### src/conv_pkg.sv
package conv_pkg;
    // result coding
    localparam int CODE_W = 10;
    localparam logic [9:0] SE_MIN_CODE = 10'h000;
    localparam logic [9:0] SE_MAX_CODE = 10'h3ff;
    localparam logic [9:0] DIFF_MAX_CODE = 10'h1ff;
    localparam logic [9:0] DIFF_MIN_CODE = 10'h200;
    localparam logic signed [15:0] SE_LIMIT = 16'sh03ff;
    localparam logic signed [24:0] DIFF_HI = 25'sh00001ff;
    localparam logic signed [24:0] DIFF_LO = -25'sh0000200;
    localparam logic signed [8:0] GAIN_1_VAL = 9'sh001;
    localparam logic signed [8:0] GAIN_10_VAL = 9'sh00a;
    localparam logic signed [8:0] GAIN_200_VAL = 9'sh0c8;
    // result byte layout
    localparam int BYTE_W = 8;
    localparam int LEFT_PAD = 6;
    // reference select encodings
    localparam logic [1:0] REF_EXTERNAL = 2'h0;
    localparam logic [1:0] REF_SUPPLY = 2'h1;
    localparam logic [1:0] REF_RESERVED = 2'h2;
    localparam logic [1:0] REF_INTERNAL = 2'h3;
    localparam logic [1:0] REF_RESET = 2'h0;
    // channel select encodings
    localparam logic [4:0] SEL_BANDGAP = 5'h1e;
    localparam logic [4:0] SEL_GROUND = 5'h1f;
    localparam logic [4:0] SEL_RESET = 5'h00;
    localparam logic [1:0] SEL_SE_GROUP = 2'h0;
    localparam logic [1:0] SEL_GAIN_GROUP = 2'h1;
    localparam int SEL_GAIN_BIT = 1;
    // timing
    localparam int CORE_CLK_KHZ = 250000;
    localparam int CONV_CLK_KHZ = 1000;
    localparam int PRESCALE = CORE_CLK_KHZ / CONV_CLK_KHZ;
    localparam int PRESCALE_W = 8;
    localparam logic [PRESCALE_W-1:0] PRESCALE_LAST = PRESCALE_W'(PRESCALE - 1);
    localparam int CONV_TICKS = 13;
    localparam int FIRST_TICKS = 25;
    localparam logic [4:0] CONV_LAST = 5'(CONV_TICKS - 1);
    localparam logic [4:0] FIRST_LAST = 5'(FIRST_TICKS - 1);

    typedef enum logic [1:0] {GAIN_1, GAIN_10, GAIN_200} gain_e;
    typedef enum logic [1:0] {ST_OFF, ST_IDLE, ST_CONV} state_e;
endpackage

### src/coder_if.sv
`timescale 1ns/1ps
`default_nettype none
interface coder_if;
    import conv_pkg::*;
    logic signed [15:0] level;
    logic is_diff;
    gain_e gain;
    logic [CODE_W-1:0] code;
    modport ctrl (output level, output is_diff, output gain, input code);
    modport coder (input level, input is_diff, input gain, output code);
endinterface
`default_nettype wire

### src/result_coder.sv
`timescale 1ns/1ps
`default_nettype none
module result_coder import conv_pkg::*; (
    coder_if.coder bus
);
    wire signed [8:0] gain_val;
    wire signed [24:0] prod;
    wire diff_hi;
    wire diff_lo;
    wire [CODE_W-1:0] diff_code;
    wire se_lo;
    wire se_hi;
    wire [CODE_W-1:0] se_code;

    assign gain_val = (bus.gain == GAIN_200) ? GAIN_200_VAL :
                      (bus.gain == GAIN_10) ? GAIN_10_VAL : GAIN_1_VAL;
    // level is difference in steps of reference/512; scale by gain
    assign prod = 25'(bus.level) * 25'(gain_val);
    assign diff_hi = prod > DIFF_HI;
    assign diff_lo = prod < DIFF_LO;
    // two's complement, low ten bits carry the sign in bit 9
    assign diff_code = diff_hi ? DIFF_MAX_CODE :
                       diff_lo ? DIFF_MIN_CODE : prod[CODE_W-1:0];
    // level is input in steps of reference/1024
    assign se_lo = bus.level[15];
    assign se_hi = bus.level > SE_LIMIT;
    assign se_code = se_lo ? SE_MIN_CODE :
                     se_hi ? SE_MAX_CODE : bus.level[CODE_W-1:0];
    assign bus.code = bus.is_diff ? diff_code : se_code;
endmodule
`default_nettype wire

### src/adc_result_and_sleep_conversion.sv
`timescale 1ns/1ps
`default_nettype none
module adc_result_and_sleep_conversion import conv_pkg::*; (
    input wire logic i_core_clk,
    input wire logic i_reset,
    input wire logic i_converter_enable_bit,
    input wire logic i_start,
    input wire logic i_free_run,
    input wire logic i_irq_enable,
    input wire logic i_done_clear,
    input wire logic i_left_adjust_bit,
    input wire logic [1:0] i_reference_select,
    input wire logic [4:0] i_channel_select,
    input wire logic i_sleep_idle,
    input wire logic i_sleep_noise_reduction,
    input wire logic i_core_halted,
    input wire logic signed [15:0] i_level,
    output logic o_busy,
    output logic o_conversion_done_flag,
    output logic o_irq,
    output logic [7:0] o_result_low_byte,
    output logic [7:0] o_result_high_byte,
    output logic o_result_sign_bit,
    output logic o_converter_power,
    output logic o_ref_external,
    output logic o_ref_supply,
    output logic o_ref_internal,
    output logic [4:0] o_channel_sel
);
    state_e state_r, state_nxt;
    logic [PRESCALE_W-1:0] pre_cnt_r;
    logic [4:0] tick_cnt_r;
    logic first_r;
    logic halt_d_r;
    logic [1:0] ref_r;
    logic [4:0] sel_r;
    logic done_r;
    logic [CODE_W-1:0] result_r;
    wire tick;
    wire [4:0] last_tick;
    wire finish;
    wire halt_rise;
    wire sleep_ok;
    wire start;
    wire restart;
    wire load_sel;
    wire is_diff;
    wire done_nxt;
    wire [CODE_W-1:0] result_nxt;
    wire [7:0] low_nxt;
    wire [7:0] high_nxt;

    coder_if cbus ();
    result_coder i_result_coder (
        .bus(cbus.coder)
    );

    // prescaled converter clock, one-cycle enable
    assign tick = pre_cnt_r == PRESCALE_LAST;
    assign last_tick = first_r ? FIRST_LAST : CONV_LAST;
    assign finish = (state_r == ST_CONV) && tick && (tick_cnt_r == last_tick);

    // sleep start only once software has set up enable, single mode and interrupt
    assign halt_rise = i_core_halted & ~halt_d_r;
    assign sleep_ok = (i_sleep_idle | i_sleep_noise_reduction) & halt_rise
                      & ~i_free_run & i_irq_enable;
    assign start = (state_r == ST_IDLE) && i_converter_enable_bit && (i_start || sleep_ok);
    assign restart = finish && i_free_run && i_converter_enable_bit;

    always_comb begin
        state_nxt = state_r;
        unique case (state_r)
            ST_OFF: begin
                if (i_converter_enable_bit) begin
                    state_nxt = ST_IDLE;
                end
            end
            ST_IDLE: begin
                if (!i_converter_enable_bit) begin
                    state_nxt = ST_OFF;
                end else if (start) begin
                    state_nxt = ST_CONV;
                end
            end
            ST_CONV: begin
                // a wake from elsewhere does not stop the conversion
                if (!i_converter_enable_bit) begin
                    state_nxt = ST_OFF;
                end else if (finish && !restart) begin
                    state_nxt = ST_IDLE;
                end
            end
        endcase
    end

    always_ff @(posedge i_core_clk) begin
        if (i_reset) begin
            state_r <= ST_OFF;
        end else begin
            state_r <= state_nxt;
        end
    end

    always_ff @(posedge i_core_clk) begin
        if (i_reset || state_r != ST_CONV || tick) begin
            pre_cnt_r <= '0;
        end else begin
            pre_cnt_r <= pre_cnt_r + 1'b1;
        end
    end

    always_ff @(posedge i_core_clk) begin
        if (i_reset || state_r != ST_CONV || finish) begin
            tick_cnt_r <= '0;
        end else if (tick) begin
            tick_cnt_r <= tick_cnt_r + 1'b1;
        end
    end

    // extended first conversion after each enable
    always_ff @(posedge i_core_clk) begin
        if (i_reset) begin
            first_r <= 1'b0;
        end else if (state_r == ST_OFF && i_converter_enable_bit) begin
            first_r <= 1'b1;
        end else if (finish) begin
            first_r <= 1'b0;
        end
    end

    always_ff @(posedge i_core_clk) begin
        if (i_reset) begin
            halt_d_r <= 1'b0;
        end else begin
            halt_d_r <= i_core_halted;
        end
    end

    // settings track freely until a start, then locked until completion
    assign load_sel = (state_r != ST_CONV) || finish;
    always_ff @(posedge i_core_clk) begin
        if (i_reset) begin
            ref_r <= REF_RESET;
            sel_r <= SEL_RESET;
        end else if (load_sel) begin
            ref_r <= i_reference_select;
            sel_r <= i_channel_select;
        end
    end

    // equal positive and negative inputs are legal selections
    assign is_diff = (sel_r[4:3] != SEL_SE_GROUP) && (sel_r != SEL_BANDGAP)
                     && (sel_r != SEL_GROUND);
    assign cbus.level = i_level;
    assign cbus.is_diff = is_diff;
    assign cbus.gain = (sel_r[4:3] != SEL_GAIN_GROUP) ? GAIN_1 :
                       sel_r[SEL_GAIN_BIT] ? GAIN_200 : GAIN_10;

    // set wins over a clear in the same cycle
    assign done_nxt = finish | (done_r & ~i_done_clear);
    assign result_nxt = finish ? cbus.code : result_r;
    // bytes follow the adjust bit one clock later, even with no new result
    assign high_nxt = i_left_adjust_bit ? result_nxt[CODE_W-1:2] :
                      {{LEFT_PAD{1'b0}}, result_nxt[CODE_W-1:BYTE_W]};
    assign low_nxt = i_left_adjust_bit ? {result_nxt[1:0], {LEFT_PAD{1'b0}}} :
                     result_nxt[BYTE_W-1:0];

    always_ff @(posedge i_core_clk) begin
        if (i_reset) begin
            done_r <= 1'b0;
            result_r <= '0;
        end else begin
            done_r <= done_nxt;
            result_r <= result_nxt;
        end
    end

    always_ff @(posedge i_core_clk) begin
        if (i_reset) begin
            o_result_low_byte <= '0;
            o_result_high_byte <= '0;
            o_result_sign_bit <= 1'b0;
        end else begin
            o_result_low_byte <= low_nxt;
            o_result_high_byte <= high_nxt;
            o_result_sign_bit <= result_nxt[CODE_W-1];
        end
    end

    always_ff @(posedge i_core_clk) begin
        if (i_reset) begin
            o_busy <= 1'b0;
            o_conversion_done_flag <= 1'b0;
            o_irq <= 1'b0;
            o_converter_power <= 1'b0;
            o_ref_external <= 1'b0;
            o_ref_supply <= 1'b0;
            o_ref_internal <= 1'b0;
            o_channel_sel <= SEL_RESET;
        end else begin
            o_busy <= state_nxt == ST_CONV;
            o_conversion_done_flag <= done_nxt;
            // request stands whether or not the core is already awake
            o_irq <= done_nxt & i_irq_enable;
            // sleep mode has no say in power; only the enable bit does
            o_converter_power <= i_converter_enable_bit;
            // reserved code selects no source
            o_ref_external <= ref_r == REF_EXTERNAL;
            o_ref_supply <= ref_r == REF_SUPPLY;
            o_ref_internal <= ref_r == REF_INTERNAL;
            o_channel_sel <= sel_r;
        end
    end
endmodule
`default_nettype wire

### config.mk
export PLATFORM = sky130hd
export DESIGN_NAME = adc_result_and_sleep_conversion
export DESIGN_NICKNAME = d
export VERILOG_FILES = /design/src/conv_pkg.sv /design/src/coder_if.sv /design/src/result_coder.sv /design/src/adc_result_and_sleep_conversion.sv
export SDC_FILE = /design/constraint.sdc
export NUM_CORES = 1
export LEC_CHECK = 0
export BUFFER_PORTS_ARGS = -buffer_cell sky130_fd_sc_hd__buf_4
export CAP_MARGIN = 20
export CORE_UTILIZATION = 55
export CTS_CLUSTER_DIAMETER = 30
export DETAILED_ROUTE_END_ITERATION = 16
export PLACE_DENSITY = 0.75
export SYNTH_ARGS = -nofsm -noshare
export SYNTH_HDL_FRONTEND = slang
export SYNTH_SLANG_ARGS = --single-unit
export TNS_END_PERCENT = 100
### constraint.sdc
create_clock -name i_core_clk -period 15.3 [get_ports i_core_clk]
set_clock_uncertainty 0.2 [all_clocks]
set_input_delay 3.06 -clock i_core_clk [delete_from_list [all_inputs] [get_ports i_core_clk]]
set_output_delay 3.06 -clock i_core_clk [all_outputs]
set_load 0.01 [all_outputs]
# Yosys cells after proc, flatten, opt, wreduce, memory -nomap -nowiden
# Cells that the tools add are included.
# word_totals
register_bits,63
latchBits,0
ram_bits,0
mem_bits_ro,0
in_bits,34
output_inout_bits,29
wordCells,95
memories,0
# op_classes
addsub,2
mul,1
div,0
n_lt_le_gt_ge,3
eq_ne,13
shifts,0
n_mux,21
bitwise,12
n_reduce_logical,22
# op_table
cell,count
2-to-1 mux 10 bit,6
> comparator 25 x 10 -> 1 bit (second input constant),1
< comparator 25 x 10 -> 1 bit (second input constant),1
multiplier 16 x 9 -> 25 bit,1
> comparator 16 x 11 -> 1 bit (second input constant),1
2-to-1 mux 2 bit,8
2-to-1 mux 8 bit,2
logical AND 1 bit,10
inequality test 5 bit (second input constant),2
adder 8 x 1 -> 8 bit (second input constant),1
equality test 2 bit (second input constant),4
equality test 8 bit (second input constant),1
AND 1 bit,6
equality test 2 x 1 -> 1 bit (second input constant),3
case mux 2 bit (3 select lines),1
adder 5 x 1 -> 5 bit (second input constant),1
equality test 5 bit,1
logical OR 1 bit,5
2-to-1 mux 5 bit,1
logical NOT 2 bit,2
2-to-1 mux 4 bit,1
inverter 1 bit,4
nonzero test 2 bit,2
OR reduction 2 bit,2
5 further kinds,7

# Longest topological paths before layout
# Gate-level depths: netlist of the first run.
# logic_depth
word_depth,12
mapped_depth,25
depth_no_buf,22

# By module
# A second synthesis of the first run with hierarchy kept.
# unflattened
cells_unflattened,713
area_unflattened_um2,6306.0
# modules_own_cells
module,instances,cells_per_inst,area_per_inst_um2,seq_area_each_um2
result_coder,1,461,3921.3,0.0
adc_result_and_sleep_conversion,1,252,2384.8,1241.2

# Least setup slack after synthesis of the first run
# No wires, ideal clock.
# synth_path
path_kind,input-to-reg
start,in i_level[6]
end,reg o_result_high_byte[0]
setup_ns,0.132
arrival_ns,8.213
required_ns,14.968
setup_slack_ns,6.754
stages,20
n_path_buf,2
path_cell_list,and3_1 > ha_1 > fa_1 > fa_1 > inv_1 > fa_1 > inv_1 > ha_1 > clkbuf_1 > and4_1 > and2_1 > a221oi_2 > xor2_1 > or4b_1 > or4b_4 > nor4_4 > o21bai_2 > buf_6 > o311ai_1 > a21oi_1
# synth_via
elab_chain_len,7
elab_cells_between_ends,11
cone_classes,mul: 1; order compare: 3; mux: 7
# synth_lines
item,line,rtl
from (decl),adc_result_and_sleep_conversion.sv:17,"input wire logic signed [15:0] i_level,"
multiplier 16 x 9 -> 25 bit,result_coder.sv:18,assign prod = 25'(bus.level) * 25'(gain_val);
< comparator 25 x 10 -> 1 bit,result_coder.sv:20,assign diff_lo = prod < DIFF_LO;
2-to-1 mux 10 bit,result_coder.sv:23,diff_lo ? DIFF_MIN_CODE : prod[CODE_W-1:0];
2-to-1 mux 10 bit,result_coder.sv:22,assign diff_code = diff_hi ? DIFF_MAX_CODE :
2-to-1 mux 10 bit (*),result_coder.sv:29,assign bus.code = bus.is_diff ? diff_code : se_code;
2-to-1 mux 10 bit (*),adc_result_and_sleep_conversion.sv:161,assign result_nxt = finish ? cbus.code : result_r;
2-to-1 mux 2 bit (*),adc_result_and_sleep_conversion.sv:163,assign high_nxt = i_left_adjust_bit ? result_nxt[CODE_W-1:2] :
to (signal assigned),adc_result_and_sleep_conversion.sv:185,o_result_high_byte <= high_nxt;
to (decl),adc_result_and_sleep_conversion.sv:22,"output logic [7:0] o_result_high_byte,"
# Every way passes the cells marked *; elsewhere a longest branch is shown, timed or not.
# A chain may end at the register's enable or synchronous reset.

# Worst setup path after layout of the first run
# layout_path
start,in i_level[3]
end,reg o_result_high_byte[0]
# Same word-level chain as after synthesis.

==> results by group, run 1 <==
Status
  • Status: completed

Setup path
  • Worst r2r src: sel_r[3]$_SDFFE_PP0P_
  • CP required: 15.30 ns
  • Worst Reg-to-Reg Cells: 21
  • Critical Path End Type: flop
  • R2R Path End: o_result_high_byte[0]$_SDFF_PP0_
  • Crit Path Max Fanout: 13
  • Worst Setup SP: i_level[3]
  • Crit path kind: in2reg
  • Critical Path AT: 8.95 ns
  • CP endpoint: o_result_high_byte[0]$_SDFF_PP0_
  • Worst Setup Start Kind: input pin
  • R2R Setup Slk: 7.71 ns

Clock tree
  • Clock Path Buffers: 2
  • CTS tree: done
  • Post-CTS Setup Bufs: 0
  • Htree depth: 3
  • Reg clk slew, reported paths: 0.06 ns
  • Post-CTS resize count: 0
  • Worst-Skew Late Latency: 0.33 ns
  • CTS root buf: clkbuf_16
  • Clk sinks: 62
  • Hold-fix buffers, CTS: 0
  • Num CTS Buffers: 9

Logic synthesis
  • Most frequent cell after synthesis: inv_1
  • FF+latch count, synth: 62
  • Gate count after technology mapping: 752
  • Largest cells by area after synthesis: dfxtp_1 19%, fa_1 16%, ha_1 16%
  • Register area share after synthesis: 19.4%
  • Asr flop ratio synth: 0%
  • Synth unique cells: 65
  • Most used flip-flop cell after synthesis: dfxtp_1
  • Post-synth top cells: 108 x inv_1, 81 x ha_1, 62 x dfxtp_1, 62 x nor2_1, 52 x fa_1
  • Top cell type's share of synthesized area: 19.4%
  • Synth area leader: dfxtp_1
  • Post-Syn Area per Cell: 8.50 sq um
  • EDFF count, synth: 0
  • Ys Warns: 0
  • Mapped Area: 6390 sq um

Global routing
  • GR Util All Layers: 27.2%
  • Largest net degree at the start of global routing: 39
  • Antenna violations before repair: 0
  • GR Util met2: 46.4%
  • Global-route wire length before repair: 25200 um
  • Top Usage Layer GRT: met2
  • Met3 GRT Util: 5.22%
  • Met1 Use GR: 34.9%
  • Gr ovfl total: 0
  • Vias in the first global route: 5373

Placement
  • Hpwl dp: 12300 um
  • I/O Buffers: 62
  • Placed cell count: 938
  • Routability cong.: 0.931

Routing
  • Drt first pass iters: 5
  • Final Routed Wirelength: 15500 um
  • Wire per inst: 16.2 um
  • DR iter-0 viols: 325
  • Via-to-Cell Ratio: 5.66
  • Residual DRC count: 0
  • DR vias: 5398
  • DRT antenna net count: 0

Finish
  • Syn-to-layout area delta: 14.1%
  • Post-route insts no fill: 954
  • Fin nets: 973
  • Antenna cell count: 0
  • Layout cell share with drive strength beyond 1: 12.9%

Pwr
  • Pwr dens: 79.3 nW/um^2
  • Worst vdd ir: 0.120 mV
  • P_leak: 0.00359 uW
  • Power consumption: 578 uW

Floorplan
  • Initial Util: 56.2%
  • IO Pins: 63
  • Die width: 110 um
  • Rows: 39
  • Core area: 11400 sq um
  • Die Area: 12100 sq um
  • Die height: 110 um

Job
  • Number of max-cap violations: 0

STA
  • Crit path time final: 8.95 ns
  • Worst Tran Pin Value: 1.07 ns
  • Max Slew Vio Count: 0
  • Unrepaired setup endpoints after global routing: false
  • Final worst path period share: 58.5%
  • Fin. Hold Viols: 0
  • Relative slew slack: 28.6%
  • Setup TNS: 0 ns
  • Fmax achieved: 112 MHz
  • # setup viols final: 0

Hold path
  • Worst Hold Class: reg2reg
  • Worst hold path startpoint: sel_r[0]$_SDFFE_PP0P_
final cells by class:
class	count	area [sq um]
Multi-Input combinational cell	560	4660
Clock buffer	9	225
Timing Repair Buffer	65	488
Tap cell	143	179
Inverter	108	405
Clock inverter	7	97.6
Sequential cell	62	1240
Fill cell	964	4070
state kept, by name, summed over array words and instances, names as in the netlist, 2 cells and up:
signal,count
state_r,2
result_r,10
pre_cnt_r,8
o_channel_sel,5
ref_r,2
sel_r,5
o_result_high_byte,8
o_result_low_byte,8
tick_cnt_r,5
critical path, cell delays in order:
cell      delay, ns
buf_4          0.14
and3_1         0.20
ha_1           0.32
fa_1           0.51
fa_1           0.55
inv_1          0.06
fa_1           0.54
inv_1          0.05
ha_1           0.38
and4_1         0.27
and2_1         0.17
a221oi_2       0.32
xor2_1         0.22
or4b_1         0.47
or4b_4         0.53
nor4_4         0.30
o21bai_2       0.25
o311ai_0       0.45
a21oi_1        0.12
cells by family after synthesis:
group | after synthesis | synth area share [%]
xor+xnor | 23 | 3.15
fa+ha+maj | 133 | 32.1
simple gates | 266 | 22.5
buf+inv | 134 | 7.98
mux | 2 | 0.313
flops | 62 | 19.4
compound gates | 130 | 14.4
other cells | 2 | 0.117
routing by layer:
layer | part of all wire, % | vias to the layer above
met3 | 4.9 | 26
met2 | 48 | 157
met4 | 1.7 | 0
li1 | - | 2637
met5 | 0 | -
met1 | 45 | 2578
power breakdown:
group / switching, uW / internal [uW]
logic: 118 / 77.6
registers: 1.78 / 164
clock network: 74.3 / 143
through the flow:
step | setup WS, ns | instance area (sq um) | utilization [%] | hold slack (ns)
final | 6.35 | 7300 | 64.2 | 0.259
after global routing | 6.03 | 7300 | 64.2 | 0.288
after CTS | 6.36 | 7300 | 64.2 | 0.265
after detailed placement | 6.05 | 6970 | 61.3 | 0.256
after global placement | 6.05 | 6970 | 61.3 | 0.244
after floorplan | 6.75 | 6410 | - | 0.226
worst min path at each step:
stage	endpoint	slack (ns)	depth (start not counted)
3_5_place_dp	pre_cnt_r[0]$_SDFF_PP0_	0.26	1
4_1_cts	sel_r[0]$_SDFFE_PP0P_	0.27	2
3_3_place_gp	pre_cnt_r[0]$_SDFF_PP0_	0.24	1
2_1_floorplan	o_ref_external$_SDFF_PP0_	0.23	1
5_1_grt	o_channel_sel[0]$_SDFF_PP0_	0.29	1
6_report	sel_r[0]$_SDFFE_PP0P_	0.26	2
placed cells by master (no fill, tap or decap), types with 6 or more instances in the layout:
cell,instances
a21oi_1,31
and2_1,21
and3_1,24
buf_4,65
clkbuf_16,9
conb_1,6
dfxtp_1,62
fa_1,52
ha_1,81
inv_1,108
nand2_1,40
nand2b_1,10
nand3_1,16
nor2_1,62
nor2b_1,40
nor3_1,15
o211ai_1,6
o21a_1,13
o21ai_0,28
or2_2,7
xnor2_1,13
xor2_1,10
(Power assumes the default switching activity.)
==> inputs of run 2 (changes only) <==
Settings changed: PLACE_DENSITY 0.75 to 0.78.
Clock period 15.3 ns to 8.2 ns, I/O delays scaled along.
==> run 2 against run 1 <==
  * First-iteration DRC count is 21% lower
  * Non-clock buffer count is 4 higher
  * Hold slack gained 0.0059 ns
  * Critical endpoint unchanged
  * Largest cell class unchanged
  * Largest power group unchanged
==> results by group, run 2 (synthesis results as in run 1) <==
Clock tree
  • Hold-fix buffers, CTS: 0
  • Htree depth: 3
  • Clock Path Buffers: 2
  • Post-CTS Setup Bufs: 0
  • CTS root buf: clkbuf_16
  • Num CTS Buffers: 9
  • Reg clk slew, reported paths: 0.06 ns
  • Post-CTS resize count: 0
  • Worst-Skew Late Latency: 0.33 ns
  • Clk sinks: 62
  • CTS tree: done

Global routing
  • GR Util All Layers: 26.6%
  • Largest net degree at the start of global routing: 39
  • Vias in the first global route: 5418
  • Global-route wire length before repair: 24900 um
  • Gr ovfl total: 0
  • Antenna violations before repair: 0

Finish
  • Syn-to-layout area delta: 14.2%
  • Layout cell share with drive strength beyond 1: 13.4%
  • Number of flip-flops in the largest register: 10
  • Fin nets: 977
  • Fin util: 64.2%
  • Top reg by flops: result_r
  • Fin area: 7300 sq um
  • Antenna cell count: 0
  • Most common cell after layout, fill and taps aside: inv_1
  • Most frequent cells in the layout: 108 x inv_1, 81 x ha_1, 69 x buf_4

Floorplan
  • Core area: 11400 sq um
  • Die Area: 12100 sq um
  • Initial Util: 56.2%
  • Die height: 110 um
  • Rows: 39
  • IO Pins: 63
  • Die width: 110 um

Placement
  • Routability cong.: 0.877
  • I/O Buffers: 62
  • DP Area: 7000 sq um
  • Pre-CTS WS: 0.454 ns
  • Hpwl dp: 12300 um

Routing
  • Via-to-Cell Ratio: 5.63
  • DR vias: 5393
  • Wire per inst: 15.9 um
  • Residual DRC count: 0
  • Final Routed Wirelength: 15200 um
  • DR iter-0 viols: 257
  • Drt first pass iters: 5
  • DRT antenna net count: 0

Setup path
  • Critical Path End Type: flop
  • Critical Path AT: 7.42 ns
  • Crit path kind: in2reg
  • Worst Setup Start Kind: input pin
  • CP required: 8.20 ns
  • Crit Path Max Fanout: 13

Status
  • Status: completed

STA
  • Crit path time final: 7.42 ns
  • # setup viols final: 0
  • Fin. Hold Viols: 0
  • Final worst path period share: 90.5%
  • Unrepaired setup endpoints after global routing: false
  • Worst Tran Pin Value: 0.902 ns
  • Fmax achieved: 135 MHz
  • Max Slew Vio Count: 0
  • Relative slew slack: 39.7%
  • Final worst-path setup slack: 0.779 ns
  • Setup TNS: 0 ns

Pwr
  • Pwr dens: 144 nW/um^2
  • Worst vdd ir: 0.162 mV
  • P_leak: 0.00360 uW

Hold path
  • Worst Hold Class: reg2reg

Job
  • Number of max-cap violations: 0
run 2: cell count changes in the layout (fill, tap and decap cells not counted):
cell        change
buf_4           +4
bufinv_16       -1
clkinv_2        +1
clkinv_4        +1
clkinvlp_4      -1
run 2: worst paths after layout:
kind / from / to / slack (ns) / depth (start not counted)
worst min-delay path: pre_cnt_r[0]$_SDFF_PP0_ / pre_cnt_r[0]$_SDFF_PP0_ / 0.26 / 1
worst min register to register: pre_cnt_r[0]$_SDFF_PP0_ / pre_cnt_r[0]$_SDFF_PP0_ / 0.26 / 1
worst max register to register: sel_r[3]$_SDFFE_PP0P_ / o_result_high_byte[0]$_SDFF_PP0_ / 1.10 / 21
worst max-delay path: i_level[5] / o_result_high_byte[0]$_SDFF_PP0_ / 0.78 / 19
run 2: stage by stage:
| step | hold slack [ns] | total power [uW] | instances |
|---|---|---|---|
| 6_report | 0.265 | 1050 | 958 |
| 5_1_grt | 0.291 | 1120 | 958 |
| 4_1_cts | 0.266 | 1050 | 958 |
| 3_5_place_dp | 0.254 | 682 | 942 |
| 3_3_place_gp | 0.241 | 675 | 942 |
| 2_1_floorplan | 0.226 | 581 | 756 |
run 2: worst max-delay path: stages:
cell	delay [ns]
buf_4	0.13
and3_1	0.19
ha_1	0.32
fa_1	0.51
fa_1	0.54
inv_1	0.06
fa_1	0.54
inv_1	0.04
ha_1	0.39
and4_1	0.24
and2_1	0.17
a221oi_2	0.31
xor2_1	0.21
or4b_1	0.45
or4b_4	0.53
nor4_4	0.32
o21bai_2	0.25
o311ai_0	0.43
a21oi_1	0.12
run 2: area by class of cell:
class / count / area, sq um
Inverter: 108 / 405
Tap cell: 143 / 179
Timing Repair Buffer: 69 / 518
Fill cell: 936 / 4070
Clock inverter: 7 / 73.8
Sequential cell: 62 / 1240
Clock buffer: 9 / 225
Multi-Input combinational cell: 560 / 4660
run 2: routing by layer:
layer,vias up,track usage [%],share of wire [%]
li1,2643,-,-
met1,2582,33.2,42
met2,151,47.7,51
met3,17,4.09,5.2
met4,0,6.86,1.3
met5,-,0,0
run 2: where the power goes:
group          internal, uW  total (uW)  switching, uW
registers               306         312           5.24
logic                   147         371            224
clock network           236         372            137
==> inputs of run 3 (changes only) <==
Settings changed: ABC_AREA set to 1, TNS_END_PERCENT 100 to not set.
==> run 3 against run 2 <==
  * Hold slack got worse by 0.024 ns
  * Final area is 1.1% higher
  * Register-to-register slack improved by 1.4 ns
  * Core utilization rose by 0.17 points
  * Largest cell class unchanged
  * Total power is 33% higher
  * First-iteration DRC count up 5.8%
==> results by group, run 3 <==
Clock tree
  • Worst-Skew Late Latency: 0.32 ns
  • Hold-fix buffers, CTS: 0
  • Reg clk slew, reported paths: 0.05 ns
  • Htree depth: 3
  • CTS root buf: clkbuf_16
  • Num CTS Buffers: 9
  • Post-CTS Setup Bufs: 0
  • Post-CTS resize count: 0
  • CTS tree: done
  • Clk sinks: 62
  • Clock Path Buffers: 2

Global routing
  • Antenna violations before repair: 0
  • Largest net degree at the start of global routing: 28
  • Gr ovfl total: 0
  • Global-route wire length before repair: 24800 um
  • Vias in the first global route: 5430
  • GR Util All Layers: 24.6%

Placement
  • Routability cong.: 0.910
  • Placed cell count: 1124
  • Pre-CTS WS: 1.73 ns
  • Hpwl dp: 11600 um
  • I/O Buffers: 62
  • DP Area: 7120 sq um

Setup path
  • Crit-path slowest cell: fa_1
  • Critical Path End Type: flop
  • Crit Path Max Fanout: 7
  • R2R Path End: o_result_low_byte[2]$_SDFF_PP0_
  • Delay-heaviest family, CP: adder cells
  • CP required: 8.21 ns
  • Worst Reg-to-Reg Cells: 25
  • Worst r2r src: sel_r[3]$_SDFFE_PP0P_
  • Worst Setup SP: i_level[7]
  • R2R Setup Slk: 2.51 ns
  • CP Cell Sequence: buf_4 > inv_1 > nor2_1 > ha_1 > fa_1 > fa_1 > inv_1 > fa_1 > inv_1 > ha_1 > nand2_2 > inv_1 > a21oi_1 > nand3_1 > nand2_1 > nand2_1 > nand2_1 > nand3_1 > nor2_1 > nand3_1 > nand3_2 > nand3_2 > nand3_1 > nand2_1
  • Delay of the slowest critical-path stage: 0.54 ns
  • Stages on worst setup path: 24
  • CP endpoint: o_result_high_byte[1]$_SDFF_PP0_
  • CP Buf/Inv Count: 5
  • Worst Setup Start Kind: input pin
  • Critical Path AT: 6.20 ns
  • Crit path kind: in2reg

Logic synthesis
  • Ys Warns: 0
  • Post-synth top cells: 202 x inv_1, 179 x nand2_1, 142 x nor2_1
  • Simple-gate share of the synthesized area: 30.0%
  • XOR/XNOR Fraction of Synth Area: 1.48%
  • Most used flip-flop cell after synthesis: dfxtp_1
  • Mapped Area: 6500 sq um
  • Post-synthesis mux area share: 0%
  • Compound-Gate Fraction of Synth Area: 4.99%
  • EDFF count, synth: 0
  • Synth area leader: dfxtp_1
  • Register area share after synthesis: 19.1%
  • Post-Syn Area per Cell: 7.02 sq um
  • FF+latch count, synth: 62
  • Main combinational cell family by area after synthesis: adder cells
  • Post-Synth Adder-Cell Area: 31.6%
  • Top cell type's share of synthesized area: 19.1%
  • Asr flop ratio synth: 0%
  • Largest cells by area after synthesis: dfxtp_1 19%, fa_1 16%, ha_1 16%
  • Most frequent cell after synthesis: inv_1
  • Gate count after technology mapping: 926
  • Synth unique cells: 33

Routing
  • Final Routed Wirelength: 14200 um
  • Wire per inst: 12.5 um
  • Drt first pass iters: 5
  • DR iter-0 viols: 272
  • Via-to-Cell Ratio: 4.98
  • DR vias: 5676
  • DRT antenna net count: 0
  • Residual DRC count: 0

STA
  • Worst Tran Pin Value: 0.691 ns
  • # setup viols final: 0
  • Fmax achieved: 162 MHz
  • Crit path time final: 6.19 ns
  • Final worst-path setup slack: 2.01 ns
  • Max Slew Vio Count: 0
  • Setup TNS: 0 ns
  • Hold_ws: 0.241 ns
  • Fin. Hold Viols: 0
  • Final worst path period share: 75.5%
  • Unrepaired setup endpoints after global routing: false
  • Relative slew slack: 53.7%

Pwr
  • Worst vdd ir: 0.191 mV
  • Pwr dens: 190 nW/um^2
  • P_leak: 0.00411 uW

Finish
  • Post-route insts no fill: 1140
  • Top reg by flops: result_r
  • Number of flip-flops in the largest register: 10
  • Most frequent cells in the layout: 202 x inv_1, 179 x nand2_1, 142 x nor2_1
  • Syn-to-layout area delta: 13.7%
  • Layout cell share with drive strength beyond 1: 12.7%
  • Most common cell after layout, fill and taps aside: inv_1
  • Fin area: 7390 sq um
  • Antenna cell count: 0
  • Fin nets: 1159

Floorplan
  • IO Pins: 63
  • Core area: 11500 sq um
  • Rows: 39
  • Die Area: 12300 sq um
  • Initial Util: 56.7%
  • Die height: 111 um
  • Die width: 111 um

Hold path
  • Worst Hold Class: reg2reg
  • Worst hold path startpoint: ref_r[0]$_SDFFE_PP0P_

Status
  • Status: completed

Job
  • Number of max-cap violations: 0
-- run 3: worst register-to-register path: stages (launching register included) --
cell and delay (ns):
dfxtp_1 0.36, inv_1 0.10, nor2_1 0.11, buf_4 0.27, inv_1 0.29, nor2_1 0.62, fa_1 0.54, fa_1 0.52
inv_1 0.05, fa_1 0.49, inv_1 0.04, ha_1 0.41, nand4_1 0.22, nor2_4 0.17, nand3_2 0.09, nand3_1 0.09
nand2_1 0.06, nand2_2 0.16, nand2_1 0.09, nor2_2 0.10, nand3_2 0.12, nand2_2 0.17, nand3_1 0.12, nand3_2 0.09
nand2_2 0.06, nor2_1 0.10
-- run 3: per-stage QoR --
step,util [%],power (uW)
5_1_grt,64.4,1530
3_3_place_gp,62.1,1050
3_5_place_dp,62.1,1060
4_1_cts,64.4,1400
2_1_floorplan,-,893
6_report,64.4,1400
-- run 3: worst min path at each step --
stage,end,slack (ns),cells past startpoint
finish,o_ref_external$_SDFF_PP0_,0.24,1
global route,o_ref_external$_SDFF_PP0_,0.26,1
CTS,o_ref_external$_SDFF_PP0_,0.24,1
detailed placement,o_ref_external$_SDFF_PP0_,0.22,1
global placement,o_ref_external$_SDFF_PP0_,0.20,1
floorplan,o_ref_external$_SDFF_PP0_,0.20,1
-- run 3: power breakdown --
part / total [uW] / switching [uW] / internal [uW] / leakage, uW
registers: 331 / 11.0 / 320 / 0.000504
clock network: 340 / 129 / 211 / 0.000132
logic: 729 / 472 / 257 / 0.00347
total: 1400 / 612 / 788 / 0.00411
-- run 3: area by class of cell --
class                   instances  area (sq um)
clock buffers                  12           246
repair buffers                 63           473
flip-flops and latches         62          1240
clock inverters                 4          22.5
inverters                     207           777
multi-input cells             649          4450
well taps                     143           179
fillers                      1027          4080
-- run 3: cells by family (layout without fill, tap and decap cells) --
family,Yosys count,in the layout
buffers and inverters,219,286
adders and majority gates,133,133
AOI/OAI and AO/OA,58,58
and+or+nand+nor,441,441
xor gates and xnor gates,11,11
DFF,62,62
other,2,6
-- run 3: routing by layer --
layer | routed length (um) | up-vias | global-route usage (%)
li1 | - | 2955 | -
met1 | 6610 | 2561 | 33.8
met2 | 6570 | 141 | 39.5
met3 | 774 | 19 | 5.36
met4 | 238 | 0 | 6.04
met5 | 0 | - | 0
